==> src/rtl/tcc_defines.vh <==
// Register map, field positions, modes and reset values of the timer block.
`ifndef TCC_DEFINES_VH
`define TCC_DEFINES_VH

// Address regions, selected by address bits 8:7.
`define TCC_RG_TMR    2'h0
`define TCC_RG_CAP    2'h1
`define TCC_RG_CMP    2'h2
`define TCC_RG_IRQ    2'h3
// Word within a unit, selected by address bits 3:2.
`define TCC_SUB_CTRL  2'h0
`define TCC_SUB_DATA  2'h1
`define TCC_SUB_PER   2'h2
`define TCC_N_UNITS   3'h5
`define TCC_BASE_A    1
`define TCC_BASE_B    2

// Timer control fields.
`define TCC_T_ON      0
`define TCC_T_EXT     1
`define TCC_T_GATE    2
`define TCC_T_PS_LO   3
`define TCC_T_PS_HI   5
`define TCC_T_CLR     6
`define TCC_T_IEN     7
`define TCC_T_PAIR    8
// Capture control fields.
`define TCC_C_RISE    0
`define TCC_C_FALL    1
`define TCC_C_SEL     2
// Compare control fields and modes.
`define TCC_O_MD_LO   0
`define TCC_O_MD_HI   2
`define TCC_O_SEL     3
`define TCC_MD_OFF    3'h0
`define TCC_MD_RISE   3'h1
`define TCC_MD_FALL   3'h2
`define TCC_MD_TOG    3'h3
`define TCC_MD_SINGLE 3'h4
`define TCC_MD_CONT   3'h5
`define TCC_MD_PWM    3'h6

// Reset values.
`define TCC_TCTRL_RST 9'h000
`define TCC_PER_RST   16'hffff
`define TCC_CCTRL_RST 3'h0
`define TCC_OCTRL_RST 4'h0
`define TCC_CMP_RST   32'h00000000
`define TCC_IRQ_RST   20'h00000

// Bus responses.
`define TCC_OKAY      2'h0
`define TCC_SLVERR    2'h2
`endif

==> src/rtl/tcc_timer.v <==
// One timer: prescaler, clock source choice, gating and count register.
`include "tcc_defines.vh"
module tcc_timer #(
    parameter W = 16
) (
    input  wire         clk,
    input  wire         rstn,
    input  wire         enable,
    input  wire         ext_src,
    input  wire         gate_en,
    input  wire [2:0]   prescale,
    input  wire         ext_edge,
    input  wire         gate_lvl,
    input  wire         cascade,
    input  wire         casc_tick,
    input  wire         hit,
    input  wire         clr_on_hit,
    input  wire         cnt_wr,
    input  wire [W-1:0] cnt_wdata,
    output reg  [W-1:0] count,
    output wire         tick
);
    reg  [7:0] psc;
    wire [7:0] div_last;
    wire       run;
    wire       psc_done;

    // Divide ratio is two to the power of the prescale field.
    assign div_last = (8'h01 << prescale) - 8'h01;
    assign psc_done = (psc == div_last);
    // The gate pin holds the internal count while low.
    assign run = enable & (~gate_en | gate_lvl);
    // Pick the increment source: pair carry, pin edge or divided clock.
    assign tick = cascade ? casc_tick :
                  ext_src ? (enable & ext_edge) :
                  (run & psc_done);

    // Prescaler counts only while the internal source is running.
    always @(posedge clk or negedge rstn) begin
        if (!rstn) begin
            psc <= 8'h00;
        end else if (!run || ext_src || cascade || psc_done) begin
            psc <= 8'h00;
        end else begin
            psc <= psc + 8'h01;
        end
    end

    // Count register: software write, period restart or increment.
    always @(posedge clk or negedge rstn) begin
        if (!rstn) begin
            count <= {W{1'b0}};
        end else if (cnt_wr) begin
            count <= cnt_wdata;
        end else if (hit && clr_on_hit) begin
            count <= {W{1'b0}};
        end else if (tick) begin
            count <= count + {{(W-1){1'b0}}, 1'b1};
        end
    end
endmodule

==> src/rtl/tcc_top.v <==
// Timer, capture and compare block with its register slave.
// Functional notes
// - Five timers, each sixteen bits wide.
// - Timers two+three and four+five chain to 32.
// - Count advances on bus clock or prescaled clock.
// - Period match interrupts and/or clears count.
// - Timer pin can act as external clock.
// - Gate pin level enables or holds counting.
// - Compare pin modes: PWM, pulses, toggle, edges.
// - Each compare channel picks timer two or three.
// - Capture latches selected timer on pin change.
// - Each capture channel picks timer two or three.
// - Capture edge: rising, falling or both.
// - Capture event can raise an interrupt.
// - Four-entry buffer keeps unread captures.
//
// Local design decisions: the register offsets and the AXI4-Lite register port.
`include "tcc_defines.vh"
module tcc_top #(
    parameter W     = 16,
    parameter DEPTH = 4,
    parameter PW    = 2
) (
    input  wire        clk,
    input  wire        rstn,
    input  wire        s_axi_awvalid,
    output wire        s_axi_awready,
    input  wire [8:0]  s_axi_awaddr,
    input  wire        s_axi_wvalid,
    output wire        s_axi_wready,
    input  wire [31:0] s_axi_wdata,
    input  wire [3:0]  s_axi_wstrb,
    output reg         s_axi_bvalid,
    input  wire        s_axi_bready,
    output reg  [1:0]  s_axi_bresp,
    input  wire        s_axi_arvalid,
    output wire        s_axi_arready,
    input  wire [8:0]  s_axi_araddr,
    output reg         s_axi_rvalid,
    input  wire        s_axi_rready,
    output reg  [31:0] s_axi_rdata,
    output reg  [1:0]  s_axi_rresp,
    input  wire        timer_b_ext_clock_pin,
    input  wire        timer_e_ext_clock_pin,
    input  wire [4:0]  capture_input_pins,
    output reg  [4:0]  compare_output_pins,
    output wire        irq
);
    localparam [PW:0] FULL = DEPTH;

    reg  [8:0]     t_ctrl [0:4];
    reg  [W-1:0]   t_per [0:4];
    reg  [2:0]     ic_ctrl [0:4];
    reg  [3:0]     oc_ctrl [0:4];
    reg  [31:0]    oc_cmp [0:4];
    reg  [19:0]    irq_mask;
    reg  [19:0]    irq_stat;
    reg  [W-1:0]   cap_mem [0:5*DEPTH-1];
    reg  [PW-1:0]  cap_wp [0:4];
    reg  [PW-1:0]  cap_rp [0:4];
    reg  [PW:0]    cap_n [0:4];
    reg  [4:0]     oc_done;
    reg            aw_got;
    reg            w_got;
    reg  [8:0]     aw_a;
    reg  [31:0]    w_d;
    reg  [3:0]     w_s;
    reg  [6:0]     sync0;
    reg  [6:0]     sync1;
    reg  [6:0]     sync2;
    reg  [6:0]     flt;
    reg  [6:0]     flt_d;
    reg  [4:0]     cap_ev;
    reg  [4:0]     push;
    reg  [4:0]     pop;
    reg  [4:0]     m1;
    reg  [4:0]     m2;
    reg  [4:0]     restart;
    reg  [4:0]     cmp_ev;
    wire [5*W-1:0] cnt_all;
    wire [4:0]     tick;
    wire [4:0]     eq;
    wire [4:0]     own_hit;
    wire [4:0]     hit;
    wire [4:0]     tmr_ev;
    wire [4:0]     cnt_wr;
    wire [4:0]     casc_en;
    wire [4:0]     casc_tk;
    wire [4:0]     tpin_lvl;
    wire [4:0]     tpin_rise;
    wire [6:0]     rise;
    wire [6:0]     fall;
    wire [W-1:0]   cnt_a;
    wire [W-1:0]   cnt_b;
    wire           pair_lo;
    wire           pair_hi;
    wire           hit_lo;
    wire           hit_hi;
    wire           wr_go;
    wire           ar_go;
    wire           rd_stat;
    wire [31:0]    wr_val;
    integer        k;
    integer        c;
    integer        d;
    integer        e;

    // Checks that an address names an existing register.
    function reg_ok;
        input [8:0] a;
        begin
            case (a[8:7])
                `TCC_RG_TMR: reg_ok = (a[6:4] < `TCC_N_UNITS) && (a[3:2] <= `TCC_SUB_PER);
                `TCC_RG_CAP: reg_ok = (a[6:4] < `TCC_N_UNITS) && (a[3:2] <= `TCC_SUB_DATA);
                `TCC_RG_CMP: reg_ok = (a[6:4] < `TCC_N_UNITS) && (a[3:2] <= `TCC_SUB_DATA);
                default:     reg_ok = (a[6:4] == 3'h0) && (a[3:2] <= `TCC_SUB_DATA);
            endcase
        end
    endfunction

    // Returns the read value of the register at an address.
    function [31:0] reg_val;
        input [8:0] a;
        reg   [2:0] i;
        begin
            i = a[6:4];
            reg_val = 32'h00000000;
            if (reg_ok(a)) begin
                case (a[8:7])
                    `TCC_RG_TMR: begin
                        if (a[3:2] == `TCC_SUB_CTRL) begin
                            reg_val = {23'h000000, t_ctrl[i]};
                        end else if (a[3:2] == `TCC_SUB_DATA) begin
                            reg_val = {16'h0000, cnt_all[i*W +: W]};
                        end else begin
                            reg_val = {16'h0000, t_per[i]};
                        end
                    end
                    `TCC_RG_CAP: begin
                        if (a[3:2] == `TCC_SUB_CTRL) begin
                            reg_val = {25'h0000000, cap_n[i], 1'b0, ic_ctrl[i]};
                        end else if (cap_n[i] != 3'h0) begin
                            reg_val = {16'h0000, cap_mem[i*DEPTH + cap_rp[i]]};
                        end
                    end
                    `TCC_RG_CMP: begin
                        if (a[3:2] == `TCC_SUB_CTRL) begin
                            reg_val = {27'h0000000, compare_output_pins[i], oc_ctrl[i]};
                        end else begin
                            reg_val = oc_cmp[i];
                        end
                    end
                    default: begin
                        if (a[3:2] == `TCC_SUB_CTRL) begin
                            reg_val = {12'h000, irq_stat};
                        end else begin
                            reg_val = {12'h000, irq_mask};
                        end
                    end
                endcase
            end
        end
    endfunction

    // Merges written bytes into the old value under the byte strobes.
    function [31:0] merge;
        input [31:0] o;
        input [31:0] n;
        input [3:0]  s;
        integer      b;
        begin
            for (b = 0; b < 4; b = b + 1) begin
                merge[8*b +: 8] = s[b] ? n[8*b +: 8] : o[8*b +: 8];
            end
        end
    endfunction

    // Bus handshakes: address and data are taken in either order.
    assign s_axi_awready = ~aw_got & ~s_axi_bvalid;
    assign s_axi_wready  = ~w_got & ~s_axi_bvalid;
    assign s_axi_arready = ~s_axi_rvalid;
    assign wr_go  = aw_got & w_got & ~s_axi_bvalid;
    assign ar_go  = s_axi_arvalid & s_axi_arready;
    assign wr_val = merge(reg_val(aw_a), w_d, w_s);
    assign rd_stat = ar_go && reg_ok(s_axi_araddr) && (s_axi_araddr[8:7] == `TCC_RG_IRQ)
                     && (s_axi_araddr[3:2] == `TCC_SUB_CTRL);

    // Channel state of the register slave.
    always @(posedge clk or negedge rstn) begin
        if (!rstn) begin
            aw_got <= 1'b0;
            w_got <= 1'b0;
            aw_a <= 9'h000;
            w_d <= 32'h00000000;
            w_s <= 4'h0;
            s_axi_bvalid <= 1'b0;
            s_axi_bresp <= `TCC_OKAY;
            s_axi_rvalid <= 1'b0;
            s_axi_rdata <= 32'h00000000;
            s_axi_rresp <= `TCC_OKAY;
        end else begin
            if (s_axi_awvalid && s_axi_awready) begin
                aw_got <= 1'b1;
                aw_a <= s_axi_awaddr;
            end
            if (s_axi_wvalid && s_axi_wready) begin
                w_got <= 1'b1;
                w_d <= s_axi_wdata;
                w_s <= s_axi_wstrb;
            end
            if (wr_go) begin
                aw_got <= 1'b0;
                w_got <= 1'b0;
                s_axi_bvalid <= 1'b1;
                s_axi_bresp <= reg_ok(aw_a) ? `TCC_OKAY : `TCC_SLVERR;
            end else if (s_axi_bready) begin
                s_axi_bvalid <= 1'b0;
            end
            if (ar_go) begin
                s_axi_rvalid <= 1'b1;
                s_axi_rdata <= reg_val(s_axi_araddr);
                s_axi_rresp <= reg_ok(s_axi_araddr) ? `TCC_OKAY : `TCC_SLVERR;
            end else if (s_axi_rready) begin
                s_axi_rvalid <= 1'b0;
            end
        end
    end

    // Software-written configuration registers.
    always @(posedge clk or negedge rstn) begin
        if (!rstn) begin
            for (k = 0; k < 5; k = k + 1) begin
                t_ctrl[k] <= `TCC_TCTRL_RST;
                t_per[k] <= `TCC_PER_RST;
                ic_ctrl[k] <= `TCC_CCTRL_RST;
                oc_ctrl[k] <= `TCC_OCTRL_RST;
                oc_cmp[k] <= `TCC_CMP_RST;
            end
            irq_mask <= `TCC_IRQ_RST;
        end else if (wr_go && reg_ok(aw_a)) begin
            case (aw_a[8:7])
                `TCC_RG_TMR: begin
                    if (aw_a[3:2] == `TCC_SUB_CTRL) begin
                        t_ctrl[aw_a[6:4]] <= wr_val[8:0];
                    end else if (aw_a[3:2] == `TCC_SUB_PER) begin
                        t_per[aw_a[6:4]] <= wr_val[W-1:0];
                    end
                end
                `TCC_RG_CAP: begin
                    if (aw_a[3:2] == `TCC_SUB_CTRL) begin
                        ic_ctrl[aw_a[6:4]] <= wr_val[2:0];
                    end
                end
                `TCC_RG_CMP: begin
                    if (aw_a[3:2] == `TCC_SUB_CTRL) begin
                        oc_ctrl[aw_a[6:4]] <= wr_val[3:0];
                    end else begin
                        oc_cmp[aw_a[6:4]] <= wr_val;
                    end
                end
                default: begin
                    if (aw_a[3:2] == `TCC_SUB_DATA) begin
                        irq_mask <= wr_val[19:0];
                    end
                end
            endcase
        end
    end

    // Pin synchronisers; a level counts once the last two stages agree.
    always @(posedge clk or negedge rstn) begin
        if (!rstn) begin
            sync0 <= 7'h00;
            sync1 <= 7'h00;
            sync2 <= 7'h00;
            flt <= 7'h00;
            flt_d <= 7'h00;
        end else begin
            sync0 <= {timer_e_ext_clock_pin, timer_b_ext_clock_pin, capture_input_pins};
            sync1 <= sync0;
            sync2 <= sync1;
            flt <= (~(sync1 ^ sync2) & sync2) | ((sync1 ^ sync2) & flt);
            flt_d <= flt;
        end
    end
    assign rise = flt & ~flt_d;
    assign fall = ~flt & flt_d;
    assign tpin_lvl = {flt[6], 2'b00, flt[5], 1'b0};
    assign tpin_rise = {rise[6], 2'b00, rise[5], 1'b0};

    // Pairing: the upper timer steps on the lower one's wrap.
    assign pair_lo = t_ctrl[1][`TCC_T_PAIR];
    assign pair_hi = t_ctrl[3][`TCC_T_PAIR];
    assign casc_en = {pair_hi, 1'b0, pair_lo, 2'b00};
    assign casc_tk = {tick[3] & (&cnt_all[3*W +: W]), 1'b0,
                      tick[1] & (&cnt_all[W +: W]), 2'b00};
    assign own_hit = tick & eq;
    // A 32-bit match needs both halves equal on a lower step.
    assign hit_lo = tick[1] & eq[1] & eq[2];
    assign hit_hi = tick[3] & eq[3] & eq[4];
    assign hit = {pair_hi ? hit_hi : own_hit[4], pair_hi ? hit_hi : own_hit[3],
                  pair_lo ? hit_lo : own_hit[2], pair_lo ? hit_lo : own_hit[1],
                  own_hit[0]};
    assign cnt_a = cnt_all[`TCC_BASE_A*W +: W];
    assign cnt_b = cnt_all[`TCC_BASE_B*W +: W];

    // Five timers with their period comparators.
    genvar g;
    generate
        for (g = 0; g < 5; g = g + 1) begin : gen_tmr
            assign eq[g] = (cnt_all[g*W +: W] == t_per[g]);
            assign tmr_ev[g] = hit[g] & t_ctrl[g][`TCC_T_IEN];
            assign cnt_wr[g] = wr_go && reg_ok(aw_a) && (aw_a[8:7] == `TCC_RG_TMR)
                               && (aw_a[6:4] == g) && (aw_a[3:2] == `TCC_SUB_DATA);
            tcc_timer #(
                .W (W)
            ) u_tmr (
                .clk        (clk),
                .rstn       (rstn),
                .enable     (t_ctrl[g][`TCC_T_ON]),
                .ext_src    (t_ctrl[g][`TCC_T_EXT]),
                .gate_en    (t_ctrl[g][`TCC_T_GATE]),
                .prescale   (t_ctrl[g][`TCC_T_PS_HI:`TCC_T_PS_LO]),
                .ext_edge   (tpin_rise[g]),
                .gate_lvl   (tpin_lvl[g]),
                .cascade    (casc_en[g]),
                .casc_tick  (casc_tk[g]),
                .hit        (hit[g]),
                .clr_on_hit (t_ctrl[g][`TCC_T_CLR]),
                .cnt_wr     (cnt_wr[g]),
                .cnt_wdata  (wr_val[W-1:0]),
                .count      (cnt_all[g*W +: W]),
                .tick       (tick[g])
            );
        end
    endgenerate

    // Per-channel capture and compare events.
    always @* begin
        for (c = 0; c < 5; c = c + 1) begin
            cap_ev[c] = (ic_ctrl[c][`TCC_C_RISE] & rise[c])
                        | (ic_ctrl[c][`TCC_C_FALL] & fall[c]);
            push[c] = cap_ev[c] & (cap_n[c] != FULL);
            pop[c] = ar_go && reg_ok(s_axi_araddr) && (s_axi_araddr[8:7] == `TCC_RG_CAP)
                     && (s_axi_araddr[6:4] == c) && (s_axi_araddr[3:2] == `TCC_SUB_DATA)
                     && (cap_n[c] != 3'h0);
            if (oc_ctrl[c][`TCC_O_SEL]) begin
                m1[c] = tick[`TCC_BASE_B] & (cnt_b == oc_cmp[c][15:0]);
                m2[c] = tick[`TCC_BASE_B] & (cnt_b == oc_cmp[c][31:16]);
                restart[c] = hit[`TCC_BASE_B];
            end else begin
                m1[c] = tick[`TCC_BASE_A] & (cnt_a == oc_cmp[c][15:0]);
                m2[c] = tick[`TCC_BASE_A] & (cnt_a == oc_cmp[c][31:16]);
                restart[c] = hit[`TCC_BASE_A];
            end
            cmp_ev[c] = m1[c] & (oc_ctrl[c][`TCC_O_MD_HI:`TCC_O_MD_LO] != `TCC_MD_OFF);
        end
    end

    // Capture buffer storage; holds the selected timer's value.
    always @(posedge clk) begin
        for (d = 0; d < 5; d = d + 1) begin
            if (push[d]) begin
                cap_mem[d*DEPTH + cap_wp[d]] <= ic_ctrl[d][`TCC_C_SEL] ? cnt_b : cnt_a;
            end
        end
    end

    // Capture buffer pointers and fill level.
    always @(posedge clk or negedge rstn) begin
        if (!rstn) begin
            for (d = 0; d < 5; d = d + 1) begin
                cap_wp[d] <= {PW{1'b0}};
                cap_rp[d] <= {PW{1'b0}};
                cap_n[d] <= {(PW+1){1'b0}};
            end
        end else begin
            for (d = 0; d < 5; d = d + 1) begin
                cap_wp[d] <= cap_wp[d] + {{(PW-1){1'b0}}, push[d]};
                cap_rp[d] <= cap_rp[d] + {{(PW-1){1'b0}}, pop[d]};
                cap_n[d] <= cap_n[d] + {{PW{1'b0}}, push[d]} - {{PW{1'b0}}, pop[d]};
            end
        end
    end

    // Compare output pins, driven per the channel mode.
    always @(posedge clk or negedge rstn) begin
        if (!rstn) begin
            compare_output_pins <= 5'h00;
            oc_done <= 5'h00;
        end else begin
            for (e = 0; e < 5; e = e + 1) begin
                if (oc_ctrl[e][`TCC_O_MD_HI:`TCC_O_MD_LO] != `TCC_MD_SINGLE) begin
                    oc_done[e] <= 1'b0;
                end
                case (oc_ctrl[e][`TCC_O_MD_HI:`TCC_O_MD_LO])
                    `TCC_MD_RISE: begin
                        if (m1[e]) compare_output_pins[e] <= 1'b1;
                    end
                    `TCC_MD_FALL: begin
                        if (m1[e]) compare_output_pins[e] <= 1'b0;
                    end
                    `TCC_MD_TOG: begin
                        if (m1[e]) compare_output_pins[e] <= ~compare_output_pins[e];
                    end
                    `TCC_MD_SINGLE: begin
                        if (m1[e] && !oc_done[e]) begin
                            compare_output_pins[e] <= 1'b1;
                        end else if (m2[e] && compare_output_pins[e]) begin
                            compare_output_pins[e] <= 1'b0;
                            oc_done[e] <= 1'b1;
                        end
                    end
                    `TCC_MD_CONT: begin
                        if (m1[e]) begin
                            compare_output_pins[e] <= 1'b1;
                        end else if (m2[e]) begin
                            compare_output_pins[e] <= 1'b0;
                        end
                    end
                    `TCC_MD_PWM: begin
                        if (m1[e]) begin
                            compare_output_pins[e] <= 1'b0;
                        end else if (restart[e]) begin
                            compare_output_pins[e] <= 1'b1;
                        end
                    end
                    default: compare_output_pins[e] <= 1'b0;
                endcase
            end
        end
    end

    // Sticky status; a new event wins over the clear by read.
    always @(posedge clk or negedge rstn) begin
        if (!rstn) begin
            irq_stat <= `TCC_IRQ_RST;
        end else begin
            irq_stat <= (irq_stat & ~{20{rd_stat}})
                        | {cmp_ev, cap_ev & ~push, cap_ev, tmr_ev};
        end
    end
    assign irq = |(irq_stat & irq_mask);
endmodule

==> config.mk <==
export PLATFORM = sky130hd
export DESIGN_NAME = tcc_top
export DESIGN_NICKNAME = d
export VERILOG_FILES = /design/src/rtl/tcc_timer.v /design/src/rtl/tcc_top.v
export VERILOG_INCLUDE_DIRS = /design/src /design/src/rtl
export SDC_FILE = /design/constraint.sdc
export NUM_CORES = 2
export LEC_CHECK = 0
export ABC_AREA = 1
export BUFFER_PORTS_ARGS = -buffer_cell sky130_fd_sc_hd__buf_2
export CELL_PAD_IN_SITES_DETAIL_PLACEMENT = 0
export CELL_PAD_IN_SITES_GLOBAL_PLACEMENT = 1
export CORE_ASPECT_RATIO = 1.5
export CORE_UTILIZATION = 48
export DETAILED_ROUTE_END_ITERATION = 8
export PLACE_DENSITY_LB_ADDON = 0.1
export SLEW_MARGIN = 10
export SYNTH_ARGS = -nofsm -noshare
export SYNTH_HDL_FRONTEND = slang
export SYNTH_SLANG_ARGS = --single-unit
==> constraint.sdc <==
create_clock -name clk -period 3.42 [get_ports clk]
set_input_delay 0.684 -clock clk [delete_from_list [all_inputs] [get_ports clk]]
set_output_delay 0.684 -clock clk [all_outputs]
set_load 0.02 [all_outputs]
## Word level (Yosys, flattened, before mapping)

Memories as Yosys holds them, arrays and structs flattened.
Cells that the tools add are included.

- Bitwise gates (word level): 109
- Eq/ne operators: 116
- Add/sub/neg operators: 41
- Shifts and indexed selects: 7
- Reduce and logical (&&, ||, !) cells: 121
- Mux-type cells: 226
- $lt $le $gt $ge: 11

Operators by type and width:

| operator | count |
|---|---|
| two-way mux 16 bit | 33 |
| equality test 16 bit | 25 |
| two-way mux 32 bit | 9 |
| binary-select mux 32 bit (select 3 bit) | 2 |
| one-hot mux 32 bit (3 select lines) | 2 |
| bitwise mux 160 bit | 1 |
| variable part select 80 x 8 -> 16 bit | 2 |
| two-way mux 1 bit | 113 |
| binary-select mux 16 bit (select 3 bit) | 2 |
| demux 32 bit (select 3 bit) | 1 |
| adder 16 x 1 -> 16 bit, second input constant | 5 |
| bitwise mux 80 bit | 1 |
| inequality test 3 bit, second input constant | 25 |
| two-way mux 8 bit | 9 |
| bitwise AND 1 bit | 68 |
| logical AND 1 bit | 55 |
| binary-select mux 9 bit (select 3 bit) | 2 |
| equality test 3 bit, second input constant | 17 |
| nonzero test 3 bit | 17 |
| demux 16 bit (select 3 bit) | 1 |
| bitwise mux 45 bit | 1 |
| two-way mux 9 bit | 5 |
| equality test 3 x 2 -> 1 bit, second input constant | 14 |
| adder 8 x 1 -> 8 bit, second input constant | 5 |
| other kinds (59) | 216 |

- RAM bits: 320
- Bits of input ports: 68
- Logic and storage cells: 705
- Output and inout port bits: 47
- Memories: 1
- Register bits after elaboration: 645

Memory list:

| memory | depth | bits a word | read ports | clocked after memory_dff | write ports | line | source |
|---|---|---|---|---|---|---|---|
| cap_mem | 20 | 16 | 2 | 0 | 5 | tcc_top.v:58 | `reg [W-1:0] cap_mem [0:5*DEPTH-1];` |

## Depth between registers and ports, before layout

- Depth in word-level cells: 13
- Mapped depth: 25
- Depth with buffers taken out: 22

## Hierarchy

A second synthesis with hierarchy kept.

- Cells, all modules: 7870
- Area, all modules: 59079.2 um2

Modules (own cells, without submodules):

| module | cells an instance | instances | area each (um2) | seq. area each (um2) |
|---|---|---|---|---|
| tcc_top | 6656 | 1 | 50850.0 | 22746.8 |
| tcc_timer (gen_tmr[0].u_tmr ...) | 243 | 4 | 1646.6 | 600.6 |
| tcc_timer (gen_tmr[4].u_tmr) | 242 | 1 | 1642.8 | 600.6 |

## Least setup slack after synthesis

No wires, ideal clock.

- Kind: input-to-reg
- Start point: input s_axi_araddr[7]
- End point: register cap_n[2] (netlist name)
- Setup time: 0.123 ns
- Buffers on the path: 2
- Slack: -0.369 ns
- Stages: 15
- Data arrival time: 3.666 ns
- Data required time: 3.297 ns
- Cells stage by stage: ha_1 -> clkbuf_1 -> clkinv_1 -> o41ai_1 -> inv_1 -> nor2_1 -> clkinv_1 -> clkbuf_1 -> nor4_1 -> ha_1 -> inv_1 -> ha_1 -> inv_1 -> fa_1 -> xnor2_1

- Cells in the longest elaborated chain, start to end: 9

RTL lines:

| element | line | source |
|---|---|---|
| start: declaration | tcc_top.v:38 | `input wire [8:0] s_axi_araddr,` |
| equality test 2 x 1 -> 1 bit or equality test 2 bit (tied branches) | tcc_top.v:112 | `case (a[8:7])` |
| OR reduction 2 bit (no line) | n/a |  |
| one-hot mux 1 bit (2 select lines) | tcc_top.v:112 |  |
| logical AND 1 bit | tcc_top.v:344 | `` pop[c] = ar_go && reg_ok(s_axi_araddr) && (s_axi_araddr[8:7] == `TCC_RG_CAP) `` |
| logical AND 1 bit (*) (4 in a row) | tcc_top.v:344 |  |
| subtractor 3 x 1 -> 3 bit (*) | tcc_top.v:381 | `cap_n[d] <= cap_n[d] + {{PW{1'b0}}, push[d]} - {{PW{1'b0}}, pop[d]};` |
| end signal: indexed assignment | tcc_top.v:375 | `cap_n[d] <= {(PW+1){1'b0}};` |
| end signal: indexed assignment | tcc_top.v:381 |  |
| end: declaration | tcc_top.v:61 | `reg [PW:0] cap_n [0:4];` |

Mark *: on every way between the ends. The rest lies on a longest branch, timed or not.
A chain may end at the register's enable or synchronous reset.

## Final worst setup path

- Start point: register aw_a[4]
- End point: register oc_cmp[97] (netlist name)

- Cells in the longest elaborated chain, start to end: 12

RTL lines:

| element | line | source |
|---|---|---|
| start: declaration | tcc_top.v:65 | `reg [8:0] aw_a;` |
| start signal: assignment | tcc_top.v:204 | `aw_a <= s_axi_awaddr;` |
| NOT 3 -> 4 bit (not written as such) | n/a |  |
| binary-select mux 2 bit (select 3 bit) | tcc_top.v:143 | `reg_val = {16'h0000, cap_mem[i*DEPTH + cap_rp[i]]};` |
| two-way mux 2 bit (not written as such) (2 in a row) | tcc_top.v:143 |  |
| adder 5 x 2 -> 5 bit | tcc_top.v:143 |  |
| memory (20 x 16 bit) | n/a |  |
| two-way mux 16 bit | tcc_top.v:142 | `end else if (cap_n[i] != 3'h0) begin` |
| two-way mux 16 bit | tcc_top.v:140 | `` if (a[3:2] == `TCC_SUB_CTRL) begin `` |
| one-hot mux 32 bit (3 select lines) | tcc_top.v:129 | `case (a[8:7])` |
| two-way mux 32 bit | tcc_top.v:128 | `if (reg_ok(a)) begin` |
| two-way mux 8 bit | tcc_top.v:173 | `merge[8*b +: 8] = s[b] ? n[8*b +: 8] : o[8*b +: 8];` |
| bitwise mux 160 bit | tcc_top.v:258 | `oc_cmp[aw_a[6:4]] <= wr_val;` |
| end signal: indexed assignment | tcc_top.v:237 | `` oc_cmp[k] <= `TCC_CMP_RST; `` |
| end signal: indexed assignment | tcc_top.v:258 |  |
| end: declaration | tcc_top.v:55 | `reg [31:0] oc_cmp [0:4];` |

Several ways; a longest one is shown, not always the timed one. The select of a mux whose other input is x is not followed.

==> results.py <==
metrics = {
    "routing": {
        "ant_nets": 0,
        "vias": 61606,
        "routed_via_density": 6.46,
        "routed_wl_um": 313000,
        "firstDrtPassIters": 9,
        "wl_per_cell_um": 32.8,
        "route.detailed.drc": 0,
        "first_iter_violations": 8232,
    },
    "finish": {
        "area_delta_synth_final_pct": 19.6,
        "multi_input_area_sq_mm": 0.0272,
        "drive_gt1_share_pct": 16.5,
        "final_cell_area_sq_mm": 0.0686,
        "seq_area_sq_mm": 0.0258,
        "layoutNonFillerInstCount": 9538,
        "fillers": 11029,
        "final_nets": 7985,
    },
    "synthesis": {
        "synthTopCellsByArea": "dfrtp_1, edfxtp_1, nand2_1",
        "ys_types": 70,
        "synth_top_area_share_pct": 24.5,
        "synth_top_area_cell": "dfrtp_1",
        "yosys_register_bits": 961,
        "netlist_area_sq_mm": 0.0574,
        "syn_avg_cell_area_sq_um": 7.78,
        "syn-instance-count": 7372,
        "yosys_warnings": 0,
        "ys_seq_area_share_pct": 44.9,
        "synth_edf_count": 320,
        "ys_async_sr_fraction_pct": 66.7,
        "synth_ff_type": "dfrtp_1",
    },
    "setup_path": {
        "critPathMaxFanout": 15,
        "required_ps": 4060,
        "worst-path-buf-inv": 5,
        "cpMostUsedCell": "nand2_1",
        "criticalPathCategory": "reg -> reg",
        "cp_cell_sequence": "inv_2 -> nand2_2 -> buf_4 -> buf_6 -> o22ai_1 -> o21ai_0 -> o21ai_0 -> buf_4 -> a221o_1 -> a21oi_1 -> nand2_1 -> nand2_2 -> nand2_8 -> buf_16 -> nand2_1 -> nand2_1",
        "arrival_ps": 4120,
        "end_kind": "flop",
        "crit_path_start_kind": "flop",
        "critical_path.max_stage_delay_ps": 460,
        "cp_slowest_cell": "dfrtp_2",
        "cpLargestDelayFamily": "compound AO/OA/AOI/OAI gates",
    },
    "floorplanning": {
        "die_h_um": 425,
        "die_w_um": 284,
        "core_area_sq_mm": 0.119,
        "start_util_pct": 48.3,
        "pin_count": 115,
        "rows": 155,
        "die_area_sq_mm": 0.121,
    },
    "global_route": {
        "antenna_found_initial": 26,
        "grt_use_met3_pct": 13.3,
        "grt_first_pass_wirelength_um": 425000,
        "grt-ovfl-total": 0,
        "grt_pass1_vias": 58423,
        "grt_util_met2_pct": 77.8,
        "met1_usage_pct": 51.7,
        "grt_max_degree": 87,
        "grt_use_total_pct": 50.0,
        "top_usage_layer": "met2",
    },
    "timing": {
        "post-route-period-util_pct": 102,
        "worstMarginPinSlew_ps": 1130,
        "setup_slack_ps": -57.0,
        "hold_viol_final": 0,
        "finalMaxSlewViolations": 0,
        "layout_min_cycle_time_ps": 3480,
        "finalClockSkew_ps": 48.5,
        "slew_headroom_pct": 24.4,
        "max_freq_mhz": 288,
        "rsz0062_at_grt": "true",
        "setup_viol": 29,
    },
    "place": {
        "place_inst": 9319,
        "place_area_sq_mm": 0.0646,
        "place_congestion": 1.10,
        "port_buffers": 108,
        "dp_slack_ps": -321,
        "dp_hpwl_um": 227000,
    },
    "power_and_ir_drop": {
        "cellPowerDensity_mw_per_mm2": 569,
        "peakVddDrop_mv": 0.507,
        "power_w": 0.0391,
        "leakage_nw": 30.4,
    },
    "cts": {
        "clockRootBuffer": "clkbuf_16",
        "cts-buffers-inserted": 97,
        "ctsLongestPathBuffers": 3,
        "tritoncts": "done",
        "clk_latency_ps": 770,
        "clk_pin_slew_ps": 60,
        "cts_sinks": 961,
        "h-tree-depth": 3,
    },
    "status": {
        "failed_checks": "negative setup slack",
        "status": "finished, violations left",
    },
    "run": {
        "drv_cap": 0,
    },
    "hold_path": {
        "hp-class": "in -> reg",
    },
}
==> through the flow <==
stage / hold WS (ps) / util [%] / setup TNS [ps]
floorplan: 331 / - / 0
global placement: 333 / 54.4 / -8990
detailed placement: 337 / 54.4 / -12390
CTS: 13.1 / 57.2 / 0
global route: 22.9 / 57.8 / -2250
finish: 33.0 / 57.8 / -866
==> repair_timing <==
| item | 4_1_cts | 5_1_grt |
|---|---|---|
| setup buffers | 0 | 11 |
| gates resized for setup | 10 | 111 |
| gates cloned | 0 | 13 |
| hold buffers | 1 | 0 |
| hold endpoints to repair | 34 | 0 |
| endpoints found under the setup margin | 129 | 301 |
| pin swaps | 2 | 24 |
==> worst register-to-register path, stage by stage, from the launching register on <==
cell	delay [ps]
dfrtp_2	460
inv_2	80
nand2_2	80
buf_4	270
buf_6	260
o22ai_1	120
o21ai_0	330
o21ai_0	250
buf_4	200
a221o_1	300
a21oi_1	210
nand2_1	100
nand2_2	160
nand2_8	150
buf_16	220
nand2_1	150
nand2_1	50
==> layout make-up <==
type	count	share of cell area (%)
Antenna cell	13	0.0474
Clock buffer	126	3.93
Clock inverter	55	0.831
Inverter	735	4.04
Multi-Input combinational cell	5199	39.6
Sequential cell	961	37.5
Tap cell	1570	2.86
Timing Repair Buffer	879	11.2
==> state kept, by name, indices dropped and copies added (netlist names), 5 cells and up, named ones only <==
signal               cells
oc_ctrl                 20
ic_ctrl                 15
gen_tmr.u_tmr.count     80
cap_n                   15
flt_d                    7
oc_done                  5
cap_mem                320
s_axi_rdata             32
sync2                    7
irq_mask                20
w_d                     32
irq_stat                20
oc_cmp                 160
cap_wp                  10
cap_rp                  10
sync0                    7
sync1                    7
t_per                   80
gen_tmr.u_tmr.psc       40
compare_output_pins      5
aw_a                     7
t_ctrl                  43
==> final timing paths <==
path / cells past startpoint / slack (ps) / to / start
worst max-delay path: 16 / -60 / oc_cmp[97]$_DFFE_PN0P_ / aw_a[4]$_DFFE_PN0P_
worst min-delay path: 1 / 30 / sync0[2]$_DFF_PN0_ / capture_input_pins[2]
worst max register to register: 16 / -60 / oc_cmp[97]$_DFFE_PN0P_ / aw_a[4]$_DFFE_PN0P_
worst min register to register: 0 / 350 / sync1[4]$_DFF_PN0_ / sync0[4]$_DFF_PN0_
max in group asynchronous: 4 / 1880 / t_per[56]$_DFFE_PN1P_ / rstn
min in group asynchronous: 2 / 470 / sync2[4]$_DFF_PN0_ / rstn
==> layout by cell type, fill, tap and decap left out, types with 193 or more instances in the layout <==
master    instances
nand3_1         242
nand2_1        1998
nor2_1          372
o22ai_1         249
dfrtp_1         559
o21ai_0         736
inv_1           691
xor2_1          193
edfxtp_1        320
buf_4           661
a21oi_1         337
==> cells in the mapped netlist (49+ instances only) <==
master       n
nand2_1   2026
o21ai_0    774
inv_1      695
dfrtp_1    561
nor2_1     386
a21oi_1    340
edfxtp_1   320
clkbuf_1   275
o22ai_1    249
nand3_1    247
xor2_1     193
nor3_1     120
a22oi_1    109
o221ai_1    82
nand4_1     81
dfstp_2     80
buf_1       73
a221oi_1    71
buf_2       70
o21ai_1     64
xnor2_1     62
o211ai_1    49
==> cells by family (layout without fill, tap and decap cells) <==
| group | after synthesis | in the layout | share of synthesized area (%) |
|---|---|---|---|
| other | 1 | 15 | 0.00654 |
| adders and majority gates | 51 | 51 | 1.15 |
| xor gates and xnor gates | 255 | 255 | 3.89 |
| muxes | 33 | 33 | 0.648 |
| DFF | 961 | 961 | 44.9 |
| buffers and inverters | 1213 | 1795 | 8.61 |
| AOI/OAI and AO/OA | 1870 | 1870 | 19.3 |
| and+or+nand+nor | 2988 | 2988 | 21.6 |
==> power breakdown <==
group / internal, W / switching [W]
logic: 0.00423 / 0.0104
clock network: 0.00622 / 0.00502
registers: 0.0125 / 0.000788
==> metal layers <==
layer  vias to the layer above  wire length [um]  part of all wire [%]
li1                      26041                 -                     -
met1                     29384             98600                    31
met2                      4338            138000                    44
met3                      1827             31900                    10
met4                        16             44900                    14
met5                         -                96                 0.031
Power figures use the tool's default switching activity.
